[src/inc/sub_alu_pkg.sv]
/*
  Shared constants for the subtract datapath slice: opcode fields, widths and reset values.
  Assumes a 14-bit instruction word delivered whole by the decoder each instruction cycle.
*/
package sub_alu_pkg;
  localparam int DATA_W = 8;  // Width of the datapath.
  localparam int ADDR_W = 7;  // Width of a file register address.
  localparam int INSN_W = 14;  // Width of an instruction word.
  localparam int LIT_OP_MSB = 13;  // Top bit of the literal-subtract opcode field.
  localparam int LIT_OP_LSB = 9;  // Low bit of that field; bit 8 is a don't-care.
  localparam logic [4:0] LIT_OP_CODE = 5'h1E;  // Literal-subtract code, 11 110x.
  localparam int REG_OP_LSB = 8;  // Low bit of the register-subtract opcode field.
  localparam logic [5:0] REG_OP_CODE = 6'h02;  // Register-subtract code, 00 0010.
  localparam int DEST_BIT = 7;  // Destination select bit position.
  localparam logic [7:0] ACC_RESET = 8'h00;  // Accumulator value after reset.
  localparam logic [6:0] ADDR_RESET = 7'h00;  // Write address value after reset.
  typedef enum logic [1:0] {
    OP_NONE = 2'b00,
    OP_LIT = 2'b01,
    OP_REG = 2'b10
  } sub_op_t;  // Decoded operation class.
endpackage : sub_alu_pkg

[src/verilog/subtract_alu_ops.sv]
/*
  Subtract datapath slice: literal minus accumulator and register minus accumulator.
  Assumes the decoder presents one instruction per clock with insn_valid, and the register
  file returns the addressed register combinationally on file_rdata.
*/
// Notes on behaviour
// [RULE1] Literal-subtract computes immediate minus accumulator.
// [RULE2] Literal-subtract writes accumulator, no file write.
// [RULE3] Register-subtract: register minus accumulator, d=0 to accumulator.
// [RULE4] d=1 writes register, accumulator kept.
// [RULE5] Carry set when minuend exceeds subtrahend.
// [RULE6] Carry set when operands equal.
// [RULE7] Carry cleared on borrow; result wraps.
// [RULE8] Zero, nibble carry updated; one cycle each.
`timescale 1ns/1ps
`default_nettype none
module subtract_alu_ops
  import sub_alu_pkg::*;
(
  input wire logic clock,  // Instruction clock, 125 MHz.
  input wire logic rst,  // Synchronous active-high reset.
  input wire logic insn_valid,  // Instruction word is valid this cycle.
  input wire logic [sub_alu_pkg::INSN_W-1:0] insn,  // Instruction word.
  input wire logic [sub_alu_pkg::DATA_W-1:0] file_rdata,  // Addressed register value.
  output logic [sub_alu_pkg::ADDR_W-1:0] file_raddr,  // Read address, registered.
  output logic [sub_alu_pkg::DATA_W-1:0] acc,  // Working accumulator.
  output logic file_we,  // One-cycle register file write strobe.
  output logic [sub_alu_pkg::ADDR_W-1:0] file_waddr,  // Write address.
  output logic [sub_alu_pkg::DATA_W-1:0] file_wdata,  // Write data.
  output logic status_we,  // One-cycle flag update strobe.
  output logic carry_flag,  // Carry, an inverted borrow.
  output logic nibble_carry_flag,  // Low-nibble inverted borrow.
  output logic zero_flag  // Result was zero.
);
  import sub_alu_pkg::*;

  sub_op_t op;  // Decoded operation of the current word.
  logic [7:0] minuend;  // Selected minuend.
  logic [7:0] diff;  // Subtractor result.
  logic carry;  // Subtractor carry.
  logic nib;  // Subtractor nibble carry.
  logic zero;  // Subtractor zero.
  logic to_file;  // Register-subtract with destination bit set.

  // Decode the opcode; bit 8 of the literal form is ignored on purpose.
  always_comb begin
    if (insn_valid && insn[LIT_OP_MSB:LIT_OP_LSB] == LIT_OP_CODE) begin
      op = OP_LIT;  // [RULE1]
    end else if (insn_valid && insn[LIT_OP_MSB:REG_OP_LSB] == REG_OP_CODE) begin
      op = OP_REG;  // [RULE3]
    end else begin
      op = OP_NONE;
    end
  end

  // Literal comes from the word; register operand from the file read port.
  always_comb begin
    case (op)
      OP_LIT: minuend = insn[7:0];  // [RULE1]
      OP_REG: minuend = file_rdata;  // [RULE3]
      default: minuend = 8'h00;
    endcase
    to_file = (op == OP_REG) && insn[DEST_BIT];
  end

  // A combinational echo of the address would not come from a flop, so the register file
  // is expected to decode the address field of insn itself; this copy is only for
  // observation one cycle later.
  always_ff @(posedge clock) begin
    if (rst) begin
      file_raddr <= ADDR_RESET;
    end else begin
      file_raddr <= insn[ADDR_W-1:0];
    end
  end

  sub_core u_core (
    .minuend(minuend),
    .subtrahend(acc),
    .diff(diff),
    .carry(carry),
    .nibble_carry(nib),
    .zero(zero)
  );

  // Accumulator: written by the literal form and by the register form with d clear.
  always_ff @(posedge clock) begin
    if (rst) begin
      acc <= ACC_RESET;
    end else if (op == OP_LIT || (op == OP_REG && !to_file)) begin
      acc <= diff;  // [RULE2] [RULE3]
    end
  end

  // File write port: only the register form with d set writes, and then acc is kept.
  always_ff @(posedge clock) begin
    if (rst) begin
      file_we <= 1'b0;
      file_waddr <= ADDR_RESET;
      file_wdata <= 8'h00;
    end else begin
      file_we <= to_file;  // [RULE4] [RULE2]
      if (to_file) begin
        file_waddr <= insn[ADDR_W-1:0];  // [RULE4]
        file_wdata <= diff;
      end
    end
  end

  // Flags: carry is an inverted borrow, so equal or larger minuend gives one.
  always_ff @(posedge clock) begin
    if (rst) begin
      status_we <= 1'b0;
      carry_flag <= 1'b0;
      nibble_carry_flag <= 1'b0;
      zero_flag <= 1'b0;
    end else begin
      status_we <= (op != OP_NONE);  // [RULE8]
      if (op != OP_NONE) begin
        carry_flag <= carry;  // [RULE5] [RULE6] [RULE7]
        nibble_carry_flag <= nib;  // [RULE8]
        zero_flag <= zero;  // [RULE8]
      end
    end
  end

  // Helper copies of the operands for the checks below.
  logic [7:0] past_min;  // Minuend of the previous cycle.
  logic [7:0] past_sub;  // Subtrahend of the previous cycle.
  logic past_lit;  // Previous word was literal form.
  logic past_file;  // Previous word wrote the file.
  always_ff @(posedge clock) begin
    if (rst) begin
      past_min <= 8'h00;
      past_sub <= 8'h00;
      past_lit <= 1'b0;
      past_file <= 1'b0;
    end else begin
      past_min <= minuend;
      past_sub <= acc;
      past_lit <= (op == OP_LIT);
      past_file <= to_file;
    end
  end

  property p_lit_result;
    @(posedge clock) disable iff (rst) past_lit |-> acc == 8'(past_min - past_sub);
  endproperty
  a_lit_result: assert property (p_lit_result) else $error("literal result wrong"); // [RULE1]
  property p_lit_nowrite;
    @(posedge clock) disable iff (rst) past_lit |-> !file_we;
  endproperty
  a_lit_nowrite: assert property (p_lit_nowrite) else $error("literal wrote file"); // [RULE2]
  property p_reg_acc;
    @(posedge clock) disable iff (rst)
      (op == OP_REG && !to_file) |=> acc == 8'(past_min - past_sub) && !file_we;
  endproperty
  a_reg_acc: assert property (p_reg_acc) else $error("reg to acc wrong"); // [RULE3]
  property p_reg_file;
    @(posedge clock) disable iff (rst)
      to_file |=> file_we && file_wdata == 8'(past_min - past_sub) && $stable(acc);
  endproperty
  a_reg_file: assert property (p_reg_file) else $error("reg to file wrong"); // [RULE4]
  property p_c_gt;
    @(posedge clock) disable iff (rst) status_we && past_min > past_sub |-> carry_flag;
  endproperty
  a_c_gt: assert property (p_c_gt) else $error("carry not set on positive"); // [RULE5]
  property p_c_eq;
    @(posedge clock) disable iff (rst)
      status_we && past_min == past_sub |-> carry_flag && zero_flag;
  endproperty
  a_c_eq: assert property (p_c_eq) else $error("carry or zero wrong on equal"); // [RULE6]
  property p_c_lt;
    @(posedge clock) disable iff (rst) status_we && past_min < past_sub |-> !carry_flag;
  endproperty
  a_c_lt: assert property (p_c_lt) else $error("carry not cleared on borrow"); // [RULE7]
  property p_nib;
    @(posedge clock) disable iff (rst)
      status_we |-> nibble_carry_flag == (past_min[3:0] >= past_sub[3:0]);
  endproperty
  a_nib: assert property (p_nib) else $error("nibble carry wrong"); // [RULE8]
  property p_onecycle;
    @(posedge clock) disable iff (rst) (op != OP_NONE) |=> status_we;
  endproperty
  a_onecycle: assert property (p_onecycle) else $error("flags late"); // [RULE8]
  // Decode checks read the raw word, not op, so a broken decoder cannot hide behind the
  // result checks above, which reuse the selected minuend.
  property p_lit_decode;
    @(posedge clock) disable iff (rst)
      (insn_valid && insn[LIT_OP_MSB:LIT_OP_LSB] == LIT_OP_CODE)
        |-> op == OP_LIT && minuend == insn[7:0];
  endproperty
  a_lit_decode: assert property (p_lit_decode) else $error("literal decode wrong"); // [RULE1]
  property p_reg_decode;
    @(posedge clock) disable iff (rst)
      (insn_valid && insn[LIT_OP_MSB:REG_OP_LSB] == REG_OP_CODE)
        |-> op == OP_REG && minuend == file_rdata && to_file == insn[DEST_BIT];
  endproperty
  a_reg_decode: assert property (p_reg_decode) else $error("register decode wrong"); // [RULE3]
  // Words that are not subtracts, or not valid, must leave the datapath alone.
  property p_refused;
    @(posedge clock) disable iff (rst)
      (!insn_valid || (insn[LIT_OP_MSB:LIT_OP_LSB] != LIT_OP_CODE
        && insn[LIT_OP_MSB:REG_OP_LSB] != REG_OP_CODE))
        |=> !status_we && !file_we && $stable(acc);
  endproperty
  a_refused: assert property (p_refused) else $error("refused word changed state"); // [RULE2]
  // Zero is judged on the wrapped difference, so a borrow to 0xFF does not count.
  property p_zero;
    @(posedge clock) disable iff (rst)
      status_we |-> zero_flag == (8'(past_min - past_sub) == 8'h00);
  endproperty
  a_zero: assert property (p_zero) else $error("zero flag wrong"); // [RULE8]
  // Between subtracts the flags keep their last value.
  property p_flags_hold;
    @(posedge clock) disable iff (rst)
      !status_we |-> $stable({carry_flag, nibble_carry_flag, zero_flag});
  endproperty
  a_flags_hold: assert property (p_flags_hold) else $error("flags moved"); // [RULE8]

  c_lit: cover property (@(posedge clock) disable iff (rst) past_lit);
  c_file: cover property (@(posedge clock) disable iff (rst) past_file);
  c_borrow: cover property (@(posedge clock) disable iff (rst) status_we && !carry_flag);
  c_equal: cover property (@(posedge clock) disable iff (rst) status_we && zero_flag);
  c_reg_acc: cover property (@(posedge clock) disable iff (rst) op == OP_REG && !to_file);
endmodule : subtract_alu_ops
`default_nettype wire

[src/verilog/sub_core.sv]
/*
  Combinational subtractor returning difference, inverted borrows and zero.
  Assumes its operands are stable during the cycle in which they are used.
*/
`timescale 1ns/1ps
`default_nettype none
module sub_core (
  input wire logic [7:0] minuend,  // Value subtracted from.
  input wire logic [7:0] subtrahend,  // Value subtracted.
  output logic [7:0] diff,  // Difference modulo 256.
  output logic carry,  // One when no borrow out of bit 7.
  output logic nibble_carry,  // One when no borrow out of bit 3.
  output logic zero  // One when the difference is zero.
);
  logic [8:0] full;  // Nine-bit sum of minuend and inverted subtrahend plus one.
  logic [4:0] low;  // Five-bit low nibble sum.
  // Two's complement: adding the inverse plus one makes carry an inverted borrow.
  always_comb begin
    full = {1'b0, minuend} + {1'b0, ~subtrahend} + 9'h001;
    low = {1'b0, minuend[3:0]} + {1'b0, ~subtrahend[3:0]} + 5'h01;
    diff = full[7:0];
    carry = full[8];
    nibble_carry = low[4];
    zero = (full[7:0] == 8'h00);
  end
endmodule : sub_core
`default_nettype wire

[config.mk]
export PLATFORM = sky130hd
export DESIGN_NAME = subtract_alu_ops
export DESIGN_NICKNAME = d
export VERILOG_FILES = /design/src/inc/sub_alu_pkg.sv /design/src/verilog/subtract_alu_ops.sv /design/src/verilog/sub_core.sv
export SDC_FILE = /design/constraint.sdc
export NUM_CORES = 1
export LEC_CHECK = 0
export ABC_AREA = 1
export BUFFER_PORTS_ARGS = -buffer_cell sky130_fd_sc_hd__buf_4
export CAP_MARGIN = 20
export CORE_UTILIZATION = 49
export DETAILED_ROUTE_END_ITERATION = 10
export PLACE_DENSITY = 0.78
export SYNTH_ARGS = -nofsm -noshare
export SYNTH_HDL_FRONTEND = slang
export SYNTH_SLANG_ARGS = --single-unit
[constraint.sdc]
create_clock -name clock -period 2.5 [get_ports clock]
set_input_delay 0.125 -clock clock [delete_from_list [all_inputs] [get_ports clock]]
set_output_delay 0.125 -clock clock [all_outputs]
set_load 0.03 [all_outputs]
==> flow_metrics.py <==
metrics = {
    "synth": {
        "async_reset_ff_share_pct": 0,
        "synth_warnings": 0,
        "synth_nets": 273,
        "yosys.area_share.xor_xnor_pct": 0.506,
        "yosysMostFrequentCell": "nand2_1",
        "synth_area_leaders": "dfxtp_1 40%, nand2_1 10%, inv_1 9.1%, nor2_1 6.3%, ha_1 5.8%",
        "yosysSeqAreaShare_pct": 40.5,
        "synth_area_mm2": 0.00173,
        "synth.area.mux_share_pct": 0,
        "synth-compound-area-share_pct": 17.6,
        "syn_inst": 239,
        "yosys.area.top_type": "dfxtp_1",
        "synth-adder-area-share_pct": 6.94,
        "synthFlopType": "dfxtp_1",
        "synthSimpleGateAreaFrac_pct": 22.8,
        "ys_types": 29,
        "synth_edf_count": 0,
        "synth_top_family_by_area": "simple AND/OR/NAND/NOR gates",
        "synth-seq-cells": 35,
        "avgSynthCellArea_um2": 7.25,
        "synth_top_area_share_pct": 40.5,
        "synth_commonest_cells": "47 x nand2_1, 42 x inv_1, 35 x dfxtp_1",
    },
    "cells_and_area": {
        "final_util_pct": 67.1,
        "diodes": 0,
        "drive_gt1_share_pct": 24.7,
        "layout.nets": 333,
        "area_growth_pct": 30.3,
        "fillers": 331,
        "final_area_mm2": 0.00226,
    },
    "power": {
        "power_frac_seq_pct": 56.6,
        "powerDensity_mw_per_mm2": 446,
        "vdd_drop_max_mv": 0.326,
        "power_frac_clock_pct": 29.6,
        "share_comb_of_total_power_pct": 13.8,
        "p_leak_nw": 1.17,
        "p_sw_share_pct": 27.3,
        "internal_power_uw": 732,
        "switchingPower_uw": 275,
    },
    "grt": {
        "grt_pass1_wl_um": 6180,
        "antenna_found_initial": 0,
        "grtUsageTotal_pct": 22.3,
        "overflow": 0,
        "grt_pass1_vias": 1428,
        "grt_max_degree": 31,
    },
    "worst_setup_path": {
        "crit_chain": "buf_4 > inv_1 > nand2_1 > nor3_4 > inv_2 > o21ai_0 > inv_1 > ha_1 > inv_1 > fa_1 > inv_1 > nand2_1 > nor2_1 > nand3_1 > nor2_1 > nand3_1 > nor2_1 > nor2_1 > nor2_1",
        "critPathKind": "primary input to flip-flop",
        "regToRegSetupSlack_ns": 0.58,
        "crit_top_cell": "nor2_1",
        "endpoint_kind": "flip-flop",
        "cp_max_fo": 9,
        "cp.arrival_ns": 2.28,
        "slowest_delay_ns": 0.42,
        "cp.required_ns": 2.79,
        "slowest_stage": "fa_1",
        "cp-start-kind": "primary input",
    },
    "clocking": {
        "clkLatencyLatePin_ns": 0.34,
        "cts_root_buf": "clkbuf_4",
        "cts_tree": "built",
        "cts_buffers": 5,
        "path_clk_slew_ns": 0.12,
        "clock_path_buffers": 2,
        "ctsHoldBuffers": 0,
        "htree_levels": 2,
        "cts_sinks": 35,
        "cts_setup_buffers": 0,
        "cts.repair.resized": 0,
    },
    "placed_design": {
        "portBuffers": 59,
        "gp_congestion": 0.775,
        "dpl-instance-area_mm2": 0.00220,
        "hpwl_um": 2910,
    },
    "floorplan": {
        "initial_utilization_pct": 51.5,
        "fp.dieH_um": 61.4,
        "num_io_pins": 60,
        "core_mm2": 0.00336,
        "rows": 21,
        "die_area_mm2": 0.00378,
        "chipWidth_um": 61.4,
    },
    "drt": {
        "wl_per_cell_um": 11.2,
        "vias_per_cell": 4.79,
        "antenna_left": 0,
        "num_vias": 1659,
        "wl_um": 3870,
        "drt_drc_violations_left": 0,
        "dr.pass1.iters": 4,
        "drtIter0Drc": 50,
    },
    "flow_run": {
        "maxCapViolations": 0,
    },
    "sta": {
        "tns_ns": 0,
        "fin_crit_ns": 1.99,
        "timing.slew.headroom_pct": 70.0,
        "hold_viol_final": 0,
        "fmax_mhz": 504,
        "rsz0062_at_grt": "false",
        "clock_skew_ns": 0.00966,
        "fin_crit_sh_pct": 79.4,
        "slew_viol_final": 0,
        "hold_slack_ns": 0.0114,
        "worst_pin_slew_ns": 0.450,
        "setup_viol": 0,
    },
    "status": {
        "outcome": "finished, final reports clean",
    },
    "min_path": {
        "hold_class": "primary input to flip-flop",
    },
}
## cell type report
| class | count | area, µm² | share of cell area [%] |
|---|---|---|---|
| clock buffer | 6 | 41.3 | 1.83 |
| clock inverter | 2 | 12.5 | 0.554 |
| inverter | 44 | 165 | 7.32 |
| multi-input combinational | 153 | 830 | 36.8 |
| sequential | 35 | 701 | 31.0 |
| tap | 46 | 57.6 | 2.55 |
| timing repair buffer | 60 | 450 | 20.0 |
## per-layer routing
layer | global-route usage [%] | wire (µm) | vias to the layer above
met1 | 28.2 | 1690 | 717
met4 | 9.52 | 43 | 0
met2 | 37.1 | 1880 | 49
li1 | - | - | 887
met3 | 4.20 | 252 | 6
met5 | 0 | 0 | -
## sequential cells by signal, summed over array words and instances (netlist names)
register and cells:
file_raddr 7, nibble_carry_flag 1, carry_flag 1, acc 8, file_waddr 7, status_we 1, zero_flag 1, file_wdata 8
file_we 1
## power by group through the flow
stage          registers, mW  clock network (mW)  logic (mW)
5_1_grt                0.572               0.335       0.154
3_5_place_dp           0.583                   0       0.138
6_report               0.570               0.299       0.139
3_3_place_gp           0.583                   0       0.136
2_1_floorplan          0.602                   0      0.0593
4_1_cts                0.571               0.306       0.139
## critical path: cells and delay by family
family	cells	cell delay, ns
adders and majority gates	2	0.59
buffers and inverters	6	0.53
and+or+nand+nor	10	0.88
AOI/OAI and AO/OA	1	0.16
## logic make-up after synthesis
logic type / count (synthesis)
buf+inv: 51
compound gates: 50
flops: 35
simple gates: 93
xor+xnor: 1
fa+ha+maj: 9
## metrics by stage
step           setup WS [ns]  std cells  total power [mW]
3_5_place_dp           0.169        338             0.721
3_3_place_gp           0.231        338             0.720
2_1_floorplan          0.470        239             0.662
5_1_grt                0.261        346              1.06
4_1_cts                0.518        346              1.02
6_report               0.514        346              1.01
## layout by cell type, fill, tap and decap left out, drive strengths merged
master / n
a32o: 1
dfxtp: 35
fa: 1
nor4: 1
clkinvlp: 1
a31oi: 1
o21ai: 19
nor3: 2
nand3: 9
inv: 44
clkbuf: 6
ha: 8
a21oi: 16
buf: 60
o211ai: 4
clkinv: 1
nor2: 31
a211oi: 9
nand3b: 1
and2: 1
xor2: 1
nand4: 1
nand2: 47
## final timing paths
check / depth (start not counted) / to / start
worst min register to register: 2 / file_waddr[0]$_SDFFE_PP0P_ / file_waddr[0]$_SDFFE_PP0P_
worst max-delay path: 19 / zero_flag$_SDFFE_PP0P_ / insn[9]
worst max register to register: 13 / zero_flag$_SDFFE_PP0P_ / acc[0]$_SDFFE_PP0P_
worst min-delay path: 3 / file_raddr[1]$_SDFF_PP0_ / insn[1]
Note: power is estimated with default switching activity, not from simulation.
